### config.mk
export PLATFORM = sky130hd
export DESIGN_NAME = pco_clock_out
export DESIGN_NICKNAME = d
export VERILOG_FILES = /design/src/pco_pkg.sv /design/src/pco_clock_out.sv /design/src/pco_mclk_div.sv
export SDC_FILE = /design/constraint.sdc
export NUM_CORES = 1
export LEC_CHECK = 0
export CORE_MARGIN = 10
export CORE_UTILIZATION = 43
export DETAILED_ROUTE_END_ITERATION = 8
export DONT_BUFFER_PORTS = 1
export SYNTH_ARGS = -nofsm -noshare
export SYNTH_HDL_FRONTEND = slang
export SYNTH_SLANG_ARGS = --single-unit
### constraint.sdc
create_clock -name clk_sys_i -period 2.4 [get_ports clk_sys_i]
set_clock_uncertainty 0.15 [all_clocks]
set_input_delay 0.36 -clock clk_sys_i [delete_from_list [all_inputs] [get_ports clk_sys_i]]
set_output_delay 0.36 -clock clk_sys_i [all_outputs]
set_load 0.03 [all_outputs]
### src/pco_pkg.sv
// package of constants for the programmable clock output block
// assumes an 8-bit special-function register port and one 100 MHz clock
package pco_pkg;

  // ==========================================================
  // register addresses
  localparam logic [7:0] ADDR_TIMER_MODE = 8'h89;
  localparam logic [7:0] ADDR_COUNT_LOW = 8'h8A;
  localparam logic [7:0] ADDR_COUNT_HIGH = 8'h8C;
  localparam logic [7:0] ADDR_AUX = 8'h8E;
  localparam logic [7:0] ADDR_CLKOUT_IRQEN = 8'h8F;
  localparam logic [7:0] ADDR_CLOCK_DIVISION = 8'h97;
  localparam logic [7:0] ADDR_RUN_CTRL = 8'h88;

  // ==========================================================
  // field positions
  localparam int MCLK_SEL_LO_POS = 6;
  localparam int MCLK_ALT_POS = 3;
  localparam int T0_CLKO_EN_POS = 0;
  localparam int T0_PRESCALE_POS = 7;
  localparam int T0_CT_POS = 2;
  localparam int T0_MODE_LO_POS = 0;
  localparam int T0_RUN_POS = 4;
  localparam int T0_OVF_POS = 5;

  // ==========================================================
  // reset values
  localparam logic [7:0] CLOCK_DIVISION_RST = 8'h00;
  localparam logic [7:0] CLKOUT_IRQEN_RST = 8'h00;
  localparam logic [7:0] AUX_RST = 8'h00;
  localparam logic [7:0] TIMER_MODE_RST = 8'h00;
  localparam logic [7:0] COUNT_RST = 8'h00;

  // ==========================================================
  // timer modes and counts
  localparam logic [1:0] T0_MODE_16_RELOAD = 2'h0;
  localparam logic [1:0] T0_MODE_8_RELOAD = 2'h2;
  localparam int PRESCALE_DIV = 12;
  localparam logic [3:0] PRESCALE_LAST = 4'hB;

  // master clock divider selections
  typedef enum logic [1:0] {
    PCO_MCLK_OFF = 2'h0,
    PCO_MCLK_DIV1 = 2'h1,
    PCO_MCLK_DIV2 = 2'h2,
    PCO_MCLK_DIV4 = 2'h3
  } pco_mclk_sel_t;

endpackage : pco_pkg
### src/pco_clock_out.sv
// programmable clock output: master clock divider and timer 0 output
// assumes synchronous register port, read data one cycle after strobe
// Function
// - select 00 drives no master clock
// - select 01 outputs undivided master clock
// - select 10 outputs master clock over two
// - select 11 outputs master clock over four
// - select field is top bits at 97H
// - divided clock is the selected master clock
// - output on main pin, alternate pin optional
// - bit 0 at 8FH enables timer output
// - enable reassigns timer 1 input pin
// - output toggles on each timer overflow
// - prescale set counts every system clock
// - prescale clear counts every twelve clocks
// - select 0 counts internal clock
// - select 1 counts external pin pulses
// - 8-bit mode reloads low from high
// - 16-bit mode reloads from hidden registers
module pco_clock_out (
  input wire logic clk_sys_i,
  input wire logic reset_n_i,
  input wire logic [7:0] reg_addr_i,
  input wire logic [7:0] reg_wdata_i,
  input wire logic reg_write_i,
  input wire logic reg_read_i,
  output logic [7:0] reg_rdata_o,
  input wire logic timer0_ext_pin_i,
  input wire logic timer1_ext_pin_i,
  output logic timer1_input_o,
  output logic master_clock_out_pin_o,
  output logic alt_master_clock_out_pin_o,
  output logic timer0_clock_out_o,
  output logic timer0_clock_out_oe_n_o,
  output logic timer0_overflow_o
);

  // ==========================================================
  // register storage
  logic [7:0] clock_division_q;
  logic [7:0] clock_out_irq_enable_q;
  logic [7:0] aux_register_q;
  logic [7:0] timer_mode_register_q;
  logic timer0_run_q;
  logic timer0_ovf_flag_q;
  logic [7:0] timer0_count_low_q;
  logic [7:0] timer0_count_high_q;
  logic [7:0] timer0_reload_low_q;
  logic [7:0] timer0_reload_high_q;
  logic [7:0] rdata_q;
  logic [7:0] rdata_d;

  // ==========================================================
  // address decode
  wire sel_div = reg_addr_i == pco_pkg::ADDR_CLOCK_DIVISION;
  wire sel_irqen = reg_addr_i == pco_pkg::ADDR_CLKOUT_IRQEN;
  wire sel_aux = reg_addr_i == pco_pkg::ADDR_AUX;
  wire sel_timer_mode_register = reg_addr_i == pco_pkg::ADDR_TIMER_MODE;
  wire sel_tl = reg_addr_i == pco_pkg::ADDR_COUNT_LOW;
  wire sel_th = reg_addr_i == pco_pkg::ADDR_COUNT_HIGH;
  wire sel_run = reg_addr_i == pco_pkg::ADDR_RUN_CTRL;
  wire wr_div = reg_write_i && sel_div;
  wire wr_irqen = reg_write_i && sel_irqen;
  wire wr_aux = reg_write_i && sel_aux;
  wire wr_timer_mode_register = reg_write_i && sel_timer_mode_register;
  wire wr_tl = reg_write_i && sel_tl;
  wire wr_th = reg_write_i && sel_th;
  wire wr_run = reg_write_i && sel_run;

  // ==========================================================
  // control fields
  wire [1:0] mclk_sel = clock_division_q[7:pco_pkg::MCLK_SEL_LO_POS];
  wire mclk_alt = clock_division_q[pco_pkg::MCLK_ALT_POS];
  wire t0_clko_en = clock_out_irq_enable_q[pco_pkg::T0_CLKO_EN_POS];
  wire t0_fast = aux_register_q[pco_pkg::T0_PRESCALE_POS];
  wire t0_counter = timer_mode_register_q[pco_pkg::T0_CT_POS];
  wire [1:0] t0_mode = timer_mode_register_q[1:pco_pkg::T0_MODE_LO_POS];
  wire t0_mode8 = t0_mode == pco_pkg::T0_MODE_8_RELOAD;

  // ==========================================================
  // read mux
  always_comb begin
    rdata_d = 8'h00;
    if (sel_div) begin
      rdata_d = clock_division_q;
    end else if (sel_irqen) begin
      rdata_d = clock_out_irq_enable_q;
    end else if (sel_aux) begin
      rdata_d = aux_register_q;
    end else if (sel_timer_mode_register) begin
      rdata_d = timer_mode_register_q;
    end else if (sel_tl) begin
      rdata_d = timer0_count_low_q;
    end else if (sel_th) begin
      rdata_d = timer0_count_high_q;
    end else if (sel_run) begin
      rdata_d = {2'h0, timer0_ovf_flag_q, timer0_run_q, 4'h0};
    end
  end

  always_ff @(posedge clk_sys_i) begin
    if (!reset_n_i) begin
      rdata_q <= 8'h00;
    end else if (reg_read_i) begin
      rdata_q <= rdata_d;
    end else begin
      rdata_q <= 8'h00;
    end
  end

  assign reg_rdata_o = rdata_q;

  // ==========================================================
  // software registers

  // master clock select, alternate pin and other division bits
  always_ff @(posedge clk_sys_i) begin
    if (!reset_n_i) begin
      clock_division_q <= pco_pkg::CLOCK_DIVISION_RST;
    end else if (wr_div) begin
      clock_division_q <= reg_wdata_i;
    end
  end

  // timer 0 clock output enable and interrupt enable bits
  always_ff @(posedge clk_sys_i) begin
    if (!reset_n_i) begin
      clock_out_irq_enable_q <= pco_pkg::CLKOUT_IRQEN_RST;
    end else if (wr_irqen) begin
      clock_out_irq_enable_q <= reg_wdata_i;
    end
  end

  // timer 0 prescale bypass and other auxiliary bits
  always_ff @(posedge clk_sys_i) begin
    if (!reset_n_i) begin
      aux_register_q <= pco_pkg::AUX_RST;
    end else if (wr_aux) begin
      aux_register_q <= reg_wdata_i;
    end
  end

  // timer 0 mode and counter select
  always_ff @(posedge clk_sys_i) begin
    if (!reset_n_i) begin
      timer_mode_register_q <= pco_pkg::TIMER_MODE_RST;
    end else if (wr_timer_mode_register) begin
      timer_mode_register_q <= reg_wdata_i;
    end
  end

  // timer 0 run bit
  always_ff @(posedge clk_sys_i) begin
    if (!reset_n_i) begin
      timer0_run_q <= 1'b0;
    end else if (wr_run) begin
      timer0_run_q <= reg_wdata_i[pco_pkg::T0_RUN_POS];
    end
  end

  // ==========================================================
  // master clock output
  logic mclk_div;

  // divides the system clock, which is the selected master clock
  pco_mclk_div u_mclk_div (
    .clk_sys_i(clk_sys_i),
    .reset_n_i(reset_n_i),
    .sel_i(mclk_sel),
    .mclk_o(mclk_div)
  );

  // route to main pin or alternate pin
  assign master_clock_out_pin_o = mclk_alt ? 1'b0 : mclk_div;
  assign alt_master_clock_out_pin_o = mclk_alt ? mclk_div : 1'b0;

  // ==========================================================
  // count clock: prescaler and external edge
  logic [3:0] pre_q;
  logic ext_q;
  wire pre_tick = pre_q == pco_pkg::PRESCALE_LAST;
  wire int_tick = t0_fast ? 1'b1 : pre_tick;
  wire ext_tick = timer0_ext_pin_i && !ext_q; // rising edge
  wire cnt_tick = t0_counter ? ext_tick : int_tick;
  wire inc = timer0_run_q && cnt_tick;

  // prescaler runs free from reset, wraps after twelve clocks
  always_ff @(posedge clk_sys_i) begin
    if (!reset_n_i) begin
      pre_q <= 4'h0;
    end else begin
      pre_q <= pre_tick ? 4'h0 : pre_q + 4'h1;
    end
  end

  // external pin level of the last cycle, idle low after reset
  always_ff @(posedge clk_sys_i) begin
    if (!reset_n_i) begin
      ext_q <= 1'b0;
    end else begin
      ext_q <= timer0_ext_pin_i;
    end
  end

  // ==========================================================
  // timer 0 counter with auto reload
  wire [15:0] cnt16 = {timer0_count_high_q, timer0_count_low_q};
  wire [15:0] cnt16_inc = cnt16 + 16'h0001;
  wire [7:0] cnt8_inc = timer0_count_low_q + 8'h01;
  wire ovf16 = cnt16 == 16'hFFFF;
  wire ovf8 = timer0_count_low_q == 8'hFF;
  wire ovf = inc && (t0_mode8 ? ovf8 : ovf16);
  logic [7:0] timer0_count_low_d;
  logic [7:0] timer0_count_high_d;

  // count writes load the counter only while stopped; in 8-bit mode
  // the high byte is the reload value, so it stays writable
  wire load_low = wr_tl && !timer0_run_q;
  wire load_high = wr_th && (!timer0_run_q || t0_mode8);

  // one count step: 8-bit mode reloads low from high
  wire [7:0] step8_low = ovf8 ? timer0_count_high_q : cnt8_inc;
  // 16-bit mode copies the hidden reload pair on overflow
  wire [7:0] step16_low = ovf16 ? timer0_reload_low_q :
    cnt16_inc[7:0];
  wire [7:0] step16_high = ovf16 ? timer0_reload_high_q :
    cnt16_inc[15:8];
  wire [7:0] step_low = t0_mode8 ? step8_low : step16_low;
  wire [7:0] step_high = t0_mode8 ? timer0_count_high_q : step16_high;
  wire [7:0] run_low = inc ? step_low : timer0_count_low_q;
  wire [7:0] run_high = inc ? step_high : timer0_count_high_q;

  // a software load takes priority, no count tick is lost to a write
  assign timer0_count_low_d = load_low ? reg_wdata_i : run_low;
  assign timer0_count_high_d = load_high ? reg_wdata_i : run_high;

  // count bytes
  always_ff @(posedge clk_sys_i) begin
    if (!reset_n_i) begin
      timer0_count_low_q <= pco_pkg::COUNT_RST;
      timer0_count_high_q <= pco_pkg::COUNT_RST;
    end else begin
      timer0_count_low_q <= timer0_count_low_d;
      timer0_count_high_q <= timer0_count_high_d;
    end
  end

  // hidden reload pair, written by every count write
  always_ff @(posedge clk_sys_i) begin
    if (!reset_n_i) begin
      timer0_reload_low_q <= pco_pkg::COUNT_RST;
      timer0_reload_high_q <= pco_pkg::COUNT_RST;
    end else begin
      if (wr_tl) begin
        timer0_reload_low_q <= reg_wdata_i;
      end
      if (wr_th) begin
        timer0_reload_high_q <= reg_wdata_i;
      end
    end
  end

  // ==========================================================
  // overflow flag and clock output toggle
  logic t0_out_q;

  // output toggle, one change per overflow
  always_ff @(posedge clk_sys_i) begin
    if (!reset_n_i) begin
      t0_out_q <= 1'b0;
    end else if (ovf) begin
      t0_out_q <= ~t0_out_q;
    end
  end

  // sticky flag: a hardware set wins over a software clear
  always_ff @(posedge clk_sys_i) begin
    if (!reset_n_i) begin
      timer0_ovf_flag_q <= 1'b0;
    end else if (ovf) begin
      timer0_ovf_flag_q <= 1'b1;
    end else if (wr_run) begin
      timer0_ovf_flag_q <= reg_wdata_i[pco_pkg::T0_OVF_POS];
    end
  end

  assign timer0_overflow_o = timer0_ovf_flag_q;
  assign timer0_clock_out_o = t0_clko_en & t0_out_q;
  // pin taken from timer 1 input while enabled
  assign timer0_clock_out_oe_n_o = ~t0_clko_en;
  assign timer1_input_o = t0_clko_en ? 1'b0 : timer1_ext_pin_i;

endmodule : pco_clock_out

### src/pco_mclk_div.sv
// master clock divider for the master clock output pins
// assumes clk_sys_i is the selected master clock and the pin is
// regenerated as an enable-style level sampled at the output pad
module pco_mclk_div (
  input wire logic clk_sys_i,
  input wire logic reset_n_i,
  input wire logic [1:0] sel_i,
  output logic mclk_o
);

  // ==========================================================
  // free divide chain
  logic [1:0] div_q;
  logic [1:0] div_d;
  logic mclk_q;
  logic mclk_d;
  logic full_phase_q;

  assign div_d = div_q + 2'h1;

  // output select from divider taps
  always_comb begin
    case (pco_pkg::pco_mclk_sel_t'(sel_i))
      pco_pkg::PCO_MCLK_OFF: mclk_d = 1'b0;
      pco_pkg::PCO_MCLK_DIV1: mclk_d = ~full_phase_q;
      pco_pkg::PCO_MCLK_DIV2: mclk_d = ~div_q[0];
      default: mclk_d = div_q[1];
    endcase
  end

  // divider and registered output
  always_ff @(posedge clk_sys_i) begin
    if (!reset_n_i) begin
      div_q <= 2'h0;
      mclk_q <= 1'b0;
      full_phase_q <= 1'b0;
    end else begin
      div_q <= div_d;
      mclk_q <= mclk_d;
      full_phase_q <= ~full_phase_q;
    end
  end

  // full rate stands as a toggle at the clock rate in this model
  assign mclk_o = mclk_q;

endmodule : pco_mclk_div

==> flow_metrics.env, run 1 <==
export IMPL_post_synth_top_area_cell="dfxtp_1"
export IMPL_layout_drive_gt1_share_pct=9.38
export IMPL_antenna_found_initial=0
export IMPL_postCtsSetupBuffers=0
export IMPL_holdWs_ns=0.000959
export IMPL_swShare_pct=23.4
export IMPL_cts_tree="done"
export IMPL_routabilityCongestion=0.878
export IMPL_grt_pass1_vias=3523
export IMPL_rows=35
export IMPL_rsz0062_at_grt="false"
export IMPL_nNetsFinal=521
export IMPL_fillers=894
export IMPL_instances_no_fill=630
export IMPL_p_switching_mw=0.580
export IMPL_dp_hpwl_um=8850
export IMPL_die_w_um=118
export IMPL_synth_cell_types=60
export IMPL_grt_max_degree=32
export IMPL_wirelength_um=13000
export IMPL_syn_inst=491
export IMPL_power_leakage_nw=1.70
export IMPL_crit_required_ns=2.51
export IMPL_cts_root_buffer_cell="clkbuf_8"
export IMPL_place_ws_ns=0.202
export IMPL_outcome="completed"
export IMPL_wl_per_cell_um=20.7
export IMPL_critPathMaxStageDelay_ns=0.44
export IMPL_maxCapViolations=0
export IMPL_multi_input_area_um2=2300
export IMPL_drcViolationCount=0
export IMPL_pwr_share_clk_pct=38.8
export IMPL_critPathCaptureType="flop"
export IMPL_initial_utilization_pct=44.5
export IMPL_cts_buffers=9
export IMPL_pin_count=36
export IMPL_fin_crit_ns=2.20
export IMPL_cts_sinks=84
export IMPL_tns_ns=0
export IMPL_slowest_stage="dfxtp_1"
export IMPL_antenna_cells=0
export IMPL_finalInstanceArea_um2=4630
export IMPL_synth_main_ff_cell="dfxtp_1"
export IMPL_worstHoldPathType="input port to flop"
export IMPL_worst_ep_arrival_time_ns=2.31
export IMPL_slew_headroom_pct=60.3
export IMPL_finalSetupViolCount=0
export IMPL_final_max_slew_viol_count=0
export IMPL_avgViaCountPerCell=6.05
export IMPL_vdd_ir_drop_max_v=0.000294
export IMPL_synth_seq_cells=84
export IMPL_io_buffers=0
export IMPL_synth_net_count=515
export IMPL_power_density_nw_per_um2=536
export IMPL_syn_area_um2=4150
export IMPL_cts_max_level=3
export IMPL_finalHoldViolations=0
export IMPL_p_int_mw=1.90
export IMPL_vias=3811
export IMPL_cp_start_kind="flop"
export IMPL_synth_edf_count=0
export IMPL_drt_iter0_drc=411
export IMPL_yosysWarnings=0
export IMPL_p_seq_share_pct=56.9
export IMPL_period_share_pct=91.8
export IMPL_combPwrFrac_pct=4.3
export IMPL_synth_async_reset_ratio_pct=0
export IMPL_clk_latency_ns=0.36
export IMPL_worst_pin_slew_ns=0.594
export IMPL_syn_area_per_cell_um2=8.45
export IMPL_cts_buffer_depth=2
export IMPL_dr_pass1_iters=5
export IMPL_detail_route_antenna_nets=0
export IMPL_place_area_um2=4320
export IMPL_synthTopCellsByArea="dfxtp_1, mux2i_1, nand2_1"
export IMPL_cp_cell_sequence="ha_1, nand3_1, nor4_4, buf_4, and2_1, nor2_1, o32ai_1"
export IMPL_crit_path_max_fanout=7
export IMPL_clkTransAtPathRegs_ns=0.09
export IMPL_register_area_um2=1680
export IMPL_area_growth_synth_to_final_pct=11.6
export IMPL_fin_total_pwr_mw=2.48
export IMPL_final_core_util_pct=49.6
export IMPL_grt_pass1_wl_um=20600
export IMPL_synth_top_area_share_pct=40.5
export IMPL_die_h_um=118
export IMPL_core_um2=9330
export IMPL_design_die_area_um2=14000
export IMPL_ys_seq_area_share_pct=40.5
export IMPL_max_freq_ghz=0.454
export IMPL_dp_cells=603
export IMPL_grtUsageTotal_pct=18.4
export IMPL_grt_overflow=0
export IMPL_setup_ws_ns=0.198
export IMPL_critPathKind="flop to flop"
[placed cells by master, fill, tap and decap left out, types with 3 or more instances in the layout]
cell type,instances
nor2b_1,5
dlygate4sd3_1,12
xnor2_1,6
nor3b_1,3
o211ai_1,3
a22oi_1,11
buf_4,18
mux2i_1,36
inv_1,5
a221oi_1,3
nand3_1,37
nand4_1,5
nand2_1,62
xor2_1,5
o21ai_0,9
dfxtp_1,84
o2bb2ai_1,6
and3_1,4
nor2_1,43
nand2b_1,8
a31oi_1,9
a22o_1,10
and2_1,8
nor3_1,10
clkbuf_8,12
a21oi_1,39
[worst max-delay path: cells and delay by family (launching register included)]
family	cells	cell delay [ns]
AND/OR/NAND/NOR	4	0.83
flip-flops	1	0.44
AO/OA/AOI/OAI	1	0.26
adder cells (fa/ha/maj)	1	0.24
buffers and inverters	1	0.19
[final timing paths]
check | cells after the start | slack (ns) | start | to
max | 7 | 0.20 | timer0_count_low_q[0] | timer0_count_high_q[1]
min | 2 | 0.001 | reg_wdata_i[1] | clock_out_irq_enable_q[1]
max reg2reg | 7 | 0.20 | timer0_count_low_q[0] | timer0_count_high_q[1]
min reg2reg | 1 | 0.28 | u_mclk_div.full_phase_q | u_mclk_div.full_phase_q
[layer usage]
metal  global-route usage, %  vias to the layer above  share of wire (%)
li1                        -                     1777                  -
met1                    25.1                     1808                 43
met2                    27.3                      192                 44
met3                    4.28                       34                 10
met4                    7.11                        0                3.2
met5                       0                        -                  0
[power by group through the flow]
stage / clock (mW) / sequential, mW / combinational (mW)
finish: 0.963 / 1.41 / 0.106
global route: 1.03 / 1.41 / 0.114
CTS: 0.972 / 1.41 / 0.105
detailed placement: 0 / 1.45 / 0.0719
global placement: 0 / 1.44 / 0.0703
floorplan: 0 / 1.44 / 0.0915
[layout make-up]
type                            count  share of cell area [%]
Clock buffer                       12                    3.57
Clock inverter                      3                   0.459
Inverter                            6                   0.486
Multi-Input combinational cell    365                    49.7
Sequential cell                    84                    36.3
Tap cell                          129                    3.49
Timing Repair Buffer               31                    5.95
[cell usage after synthesis, types with 2 or more instances]
cell type / number
nand2_1: 62
buf_1: 2
and2_1: 8
nor3b_1: 3
xor2_1: 5
o2bb2ai_1: 6
nand3_1: 37
a311oi_1: 2
o32ai_1: 2
o2111ai_1: 2
and3_1: 5
a22oi_1: 11
inv_1: 5
ha_1: 2
a31oi_1: 9
mux2i_1: 36
clkbuf_1: 27
o211ai_1: 3
buf_2: 6
a221o_1: 2
xnor2_1: 6
nor4_4: 2
nand4_1: 5
nor2b_1: 5
nand3b_1: 2
or3b_1: 2
nor3_1: 10
or3_1: 2
nand2b_1: 8
dfxtp_1: 84
nor4_1: 2
nor2_1: 43
a22o_1: 10
a221oi_1: 3
a21oi_1: 39
o21ai_0: 9
[cell families (layout without fill, tap and decap cells)]
logic type / after synthesis / count (layout) / share of synthesized area [%]
compound gates: 112 / 112 / 18.9
xor+xnor: 11 / 11 / 2.32
fa+ha+maj: 2 / 2 / 0.603
buf+inv: 42 / 52 / 4.16
flops: 84 / 84 / 40.5
mux: 37 / 37 / 8.96
simple gates: 203 / 203 / 24.5
[timing repair]
| action | 4_1_cts | 5_1_grt |
|---|---|---|
| gates resized for setup | 0 | 1 |
| endpoints found under the setup margin | 0 | 3 |
| hold endpoints to repair | 34 | 0 |
| hold buffers | 12 | 0 |
Power figures use the tool's default switching activity.
==> run 2: changes to the inputs <==
--- a/config.mk
+++ b/config.mk
@@ -9,6 +9,7 @@
 export CORE_UTILIZATION = 43
 export DETAILED_ROUTE_END_ITERATION = 8
 export DONT_BUFFER_PORTS = 1
+export RECOVER_POWER = 100
 export SYNTH_ARGS = -nofsm -noshare
 export SYNTH_HDL_FRONTEND = slang
 export SYNTH_SLANG_ARGS = --single-unit
==> run 2 against run 1 <==
  * Sequential power hardly changed
  * Setup slack hardly changed
  * Core utilization fell by 0.44 points
  * Highest routed layer unchanged
  * Non-clock buffer count stayed put
  * Clock-buffer cell count unchanged
  * Combinational power barely moved
  * Critical path type is now input port to flop
  * Sequential cell count did not move
  * Hold slack better by 0.0041 ns
  * Critical path depth unchanged
==> flow_metrics.env, run 2 (same netlist as run 1, synthesis figures left out) <==
export IMPL_cts_root_buffer_cell="clkbuf_8"
export IMPL_initial_utilization_pct=44.5
export IMPL_dr_pass1_iters=7
export IMPL_area_growth_synth_to_final_pct=10.6
export IMPL_dp_cells=603
export IMPL_grt_overflow=0
export IMPL_cts_tree="done"
export IMPL_grt_pass1_vias=3523
export IMPL_grt_pass1_wl_um=20600
export IMPL_pin_count=36
export IMPL_finalInstanceArea_um2=4590
export IMPL_layout_drive_gt1_share_pct=8.18
export IMPL_worst_ep_arrival_time_ns=2.25
export IMPL_design_die_area_um2=14000
export IMPL_cp_cell_sequence="or3b_1, nor3_1, clkbuf_1, nand3_1, clkbuf_2, mux2i_1, nor2_1"
export IMPL_die_w_um=118
export IMPL_critPathCaptureType="flop"
export IMPL_final_max_slew_viol_count=0
export IMPL_antenna_found_initial=0
export IMPL_crit_path_max_fanout=12
export IMPL_holdWs_ns=0.00505
export IMPL_antenna_cells=0
export IMPL_rows=35
export IMPL_finalSetupViolCount=0
export IMPL_cp_start_kind="input port"
export IMPL_cts_buffers=9
export IMPL_power_leakage_nw=1.68
export IMPL_instances_no_fill=630
export IMPL_detail_route_antenna_nets=0
export IMPL_wl_per_cell_um=20.7
export IMPL_tns_ns=0
export IMPL_postCtsSetupBuffers=0
export IMPL_die_h_um=118
export IMPL_fin_crit_ns=2.20
export IMPL_slew_headroom_pct=22.4
export IMPL_core_um2=9330
export IMPL_vias=3744
export IMPL_wirelength_um=13000
export IMPL_layout_common_cells="dfxtp_1, nand2_1, nor2_1"
export IMPL_routabilityCongestion=0.878
export IMPL_cts_buffer_depth=2
export IMPL_drt_iter0_drc=431
export IMPL_finalHoldViolations=0
export IMPL_cts_sinks=84
export IMPL_grt_max_degree=32
export IMPL_dp_hpwl_um=8850
export IMPL_maxCapViolations=0
export IMPL_worst_pin_slew_ns=1.16
export IMPL_period_share_pct=91.8
export IMPL_max_freq_ghz=0.454
export IMPL_met1Wirelength_um=5560
export IMPL_clk_latency_ns=0.35
export IMPL_met2_length_um=5740
export IMPL_vdd_ir_drop_max_v=0.000298
export IMPL_crit_buf_inv=2
export IMPL_layout_commonest_cell="dfxtp_1"
export IMPL_nNetsFinal=521
export IMPL_io_buffers=0
export IMPL_fillers=900
export IMPL_rsz0062_at_grt="false"
export IMPL_critPathKind="input port to flop"
export IMPL_clkTransAtPathRegs_ns=0.09
export IMPL_slowest_stage="or3b_1"
export IMPL_crit_required_ns=2.45
export IMPL_path_delay_family="simple AND/OR/NAND/NOR gates"
export IMPL_fin_total_pwr_mw=2.48
export IMPL_place_area_um2=4320
export IMPL_topRoutingLayerUsed="met4"
export IMPL_power_density_nw_per_um2=541
export IMPL_drcViolationCount=0
export IMPL_setup_ws_ns=0.198
export IMPL_avgViaCountPerCell=5.94
export IMPL_worstHoldPathType="input port to flop"
export IMPL_critPathMaxStageDelay_ns=0.46
export IMPL_dr_wl_met3_um=1370
export IMPL_place_ws_ns=0.202
export IMPL_final_core_util_pct=49.2
export IMPL_cts_max_level=3
export IMPL_outcome="completed"
export IMPL_grtUsageTotal_pct=18.4
## run 2: worst reg2reg max path, stage by stage (launching register included)
cell and delay (ns):
dfxtp_1 0.43, ha_1 0.24, nand3_1 0.21, nor4_4 0.32
buf_4 0.19, and2_1 0.23, nor2_1 0.08, o32ai_1 0.26
## run 2: layer usage
layer | vias to the layer above | global-route usage (%)
met3 | 25 | 4.28
met2 | 173 | 27.3
met1 | 1769 | 25.1
met4 | 0 | 7.11
met5 | - | 0
li1 | 1777 | -
## run 2: what timing repair did
| action | CTS | global route |
|---|---|---|
| endpoints found under the setup margin | 0 | 3 |
| gates resized for setup | 0 | 1 |
| endpoints found under the hold margin | 34 | 0 |
| hold buffers | 12 | 0 |
## run 2: area by class of cell
cell class                 instances  area (um^2)  share of cell area (%)
clock buffer                      12          165                    3.60
tap                              129          161                    3.52
timing repair buffer              31          240                    5.24
multi-input combinational        365         2300                    50.0
inverter                           6         22.5                   0.491
clock inverter                     3         21.3                   0.464
sequential                        84         1680                    36.7
## run 2: worst paths after layout
path	startpoint	depth (start not counted)	to	slack, ns
worst min register to register	u_mclk_div.full_phase_q	1	u_mclk_div.full_phase_q	0.28
worst min-delay path	reg_wdata_i[1]	2	clock_out_irq_enable_q[1]	0.005
worst max-delay path	reg_addr_i[5]	7	aux_register_q[6]	0.20
worst max register to register	timer0_count_low_q[0]	7	timer0_count_high_q[1]	0.20
## run 2: where the power goes
| part | internal [mW] | switching, mW | total (mW) |
|---|---|---|---|
| Sequential | 1.40 | 0.00871 | 1.41 |
| Clock | 0.456 | 0.508 | 0.964 |
| Combinational | 0.0407 | 0.0637 | 0.104 |
| Total | 1.90 | 0.580 | 2.48 |
==> run 3: changes to the inputs <==
==> constraint.sdc (replaced) <==
create_clock -name clk_sys_i -period 2.1 [get_ports clk_sys_i]
set_clock_uncertainty 0.15 [all_clocks]
set_input_delay 0.315 -clock clk_sys_i [delete_from_list [all_inputs] [get_ports clk_sys_i]]
set_output_delay 0.315 -clock clk_sys_i [all_outputs]
set_load 0.03 [all_outputs]
==> run 3 against run 2 <==
  * First-iteration DRC count decreased by 6.5%
  * Clock power increased by 19%
  * Sequential power increased by 14%
  * Sequential share of layout area decreased by 1.8 points
  * Hold slack improved by 0.015 ns
  * Setup slack got worse by 0.097 ns
  * Core utilization increased by 2.8 points
  * Critical path depth unchanged
  * Die area unchanged
==> flow_metrics.env, run 3 (same netlist as run 1, synthesis figures left out) <==
export IMPL_outcome="completed"
export IMPL_pin_count=36
export IMPL_p_seq_share_pct=55.4
export IMPL_critPathKind="flop to flop"
export IMPL_cts_sinks=84
export IMPL_fin_crit_ns=2.00
export IMPL_worst_pin_slew_ns=0.981
export IMPL_vdd_ir_drop_max_v=0.000368
export IMPL_period_share_pct=95.2
export IMPL_layout_drive_gt1_share_pct=15.9
export IMPL_reg2regPathDepth=7
export IMPL_io_buffers=0
export IMPL_holdWs_ns=0.0200
export IMPL_antenna_found_initial=0
export IMPL_crit_required_ns=2.21
export IMPL_power_density_nw_per_um2=600
export IMPL_rsz0062_at_grt="true"
export IMPL_cts_tree="done"
export IMPL_pwr_share_clk_pct=39.6
export IMPL_drcViolationCount=0
export IMPL_maxCapViolations=0
export IMPL_crit_path_max_fanout=7
export IMPL_rows=35
export IMPL_vias=3882
export IMPL_whs_path_depth=2
export IMPL_cts_max_level=3
export IMPL_clkTransAtPathRegs_ns=0.09
export IMPL_max_freq_ghz=0.500
export IMPL_design_die_area_um2=14000
export IMPL_routabilityCongestion=0.923
export IMPL_critPathCaptureType="flop"
export IMPL_path_delay_family="compound AO/OA/AOI/OAI gates"
export IMPL_clk_latency_ns=0.37
export IMPL_cts_root_buffer_cell="clkbuf_8"
export IMPL_grt_pass1_wl_um=20700
export IMPL_cts_buffer_depth=2
export IMPL_core_um2=9330
export IMPL_p_int_mw=2.22
export IMPL_swShare_pct=23.9
export IMPL_slew_headroom_pct=34.4
export IMPL_grtUsageTotal_pct=18.5
export IMPL_critPathMaxStageDelay_ns=0.35
export IMPL_initial_utilization_pct=44.5
export IMPL_cp_start_kind="flop"
export IMPL_grt_pass1_vias=3772
export IMPL_layout_commonest_cell="dfxtp_1"
export IMPL_grt_max_degree=33
export IMPL_die_w_um=118
export IMPL_power_leakage_nw=1.82
export IMPL_wl_per_cell_um=20.4
export IMPL_grt_overflow=0
export IMPL_dr_pass1_iters=5
export IMPL_finalHoldViolations=0
export IMPL_slowest_stage="dfxtp_2"
export IMPL_cp_cell_sequence="ha_2, nand3b_1, a221oi_2, buf_4, and2_1, nand2_1, o32ai_2"
export IMPL_dp_hpwl_um=8900
export IMPL_place_area_um2=4470
export IMPL_detail_route_antenna_nets=0
export IMPL_finalInstanceArea_um2=4850
export IMPL_layout_common_cells="dfxtp_1, nand2_1, nor2_1"
export IMPL_worst_ep_arrival_time_ns=2.11
export IMPL_cts_buffers=9
export IMPL_p_switching_mw=0.697
export IMPL_area_growth_synth_to_final_pct=17.0
export IMPL_crit_cells=7
export IMPL_fillers=888
export IMPL_drt_iter0_drc=403
export IMPL_wirelength_um=13300
export IMPL_finalSetupViolCount=0
export IMPL_die_h_um=118
export IMPL_crit_buf_inv=1
export IMPL_avgViaCountPerCell=5.95
export IMPL_nNetsFinal=543
export IMPL_antenna_cells=0
export IMPL_combPwrFrac_pct=4.9
export IMPL_final_max_slew_viol_count=0
export IMPL_worstHoldPathType="input port to flop"
-- run 3: layout make-up --
class | count | area, um^2 | area share, %
Clock buffer | 13 | 179 | 3.69
Clock inverter | 2 | 16.3 | 0.335
Inverter | 6 | 22.5 | 0.464
Multi-Input combinational cell | 365 | 2340 | 48.3
Sequential cell | 84 | 1690 | 34.8
Tap cell | 129 | 161 | 3.33
Timing Repair Buffer | 53 | 440 | 9.07
-- run 3: power by group through the flow --
stage / combinational [mW] / sequential (mW) / clock (mW)
2_1_floorplan: 0.105 / 1.65 / 0
3_3_place_gp: 0.0860 / 1.65 / 0
3_5_place_dp: 0.0869 / 1.65 / 0
4_1_cts: 0.142 / 1.61 / 1.17
5_1_grt: 0.153 / 1.62 / 1.25
6_report: 0.144 / 1.61 / 1.15
-- run 3: stage by stage --
step	setup TNS (ns)	util, %	instances	power [mW]	setup slack [ns]
floorplan	-0.0286	-	491	1.75	-0.0286
global placement	0	47.9	623	1.74	0.0747
detailed placement	0	47.9	623	1.74	0.0385
CTS	0	51.3	650	2.92	0.0544
global route	-0.0451	52.0	652	3.02	-0.0250
finish	0	52.0	652	2.91	0.100
-- run 3: path summary, 6_finish.rpt --
check | startpoint | end | slack [ns]
min reg2reg | u_mclk_div.full_phase_q | u_mclk_div.full_phase_q | 0.27
min | reg_addr_i[1] | reg_rdata_o[5] | 0.02
max reg2reg | pre_q[0] | timer0_count_high_q[1] | 0.10
max | pre_q[0] | timer0_count_high_q[1] | 0.10
-- run 3: routing by layer --
metal | wire [um] | track usage (%) | up-vias
met1 | 5860 | 24.5 | 1846
met3 | 1240 | 5.62 | 35
li1 | - | - | 1818
met2 | 5830 | 27.5 | 183
met4 | 354 | 7.57 | 0
met5 | 0 | 0 | -
-- run 3: worst reg2reg max path: cells and delay by family (launching register included) --
kind	cells	cell delay (ns)
AND/OR/NAND/NOR	3	0.50
adder cells (fa/ha/maj)	1	0.18
buffers and inverters	1	0.20
flip-flops	1	0.35
AO/OA/AOI/OAI	2	0.54
-- run 3: repair_timing --
action | in CTS | in global routing
hold endpoints to repair | 64 | 0
endpoints found under the setup margin | 0 | 14
hold buffers | 12 | 0
resized for setup | 0 | 16
buffers inserted | 0 | 2
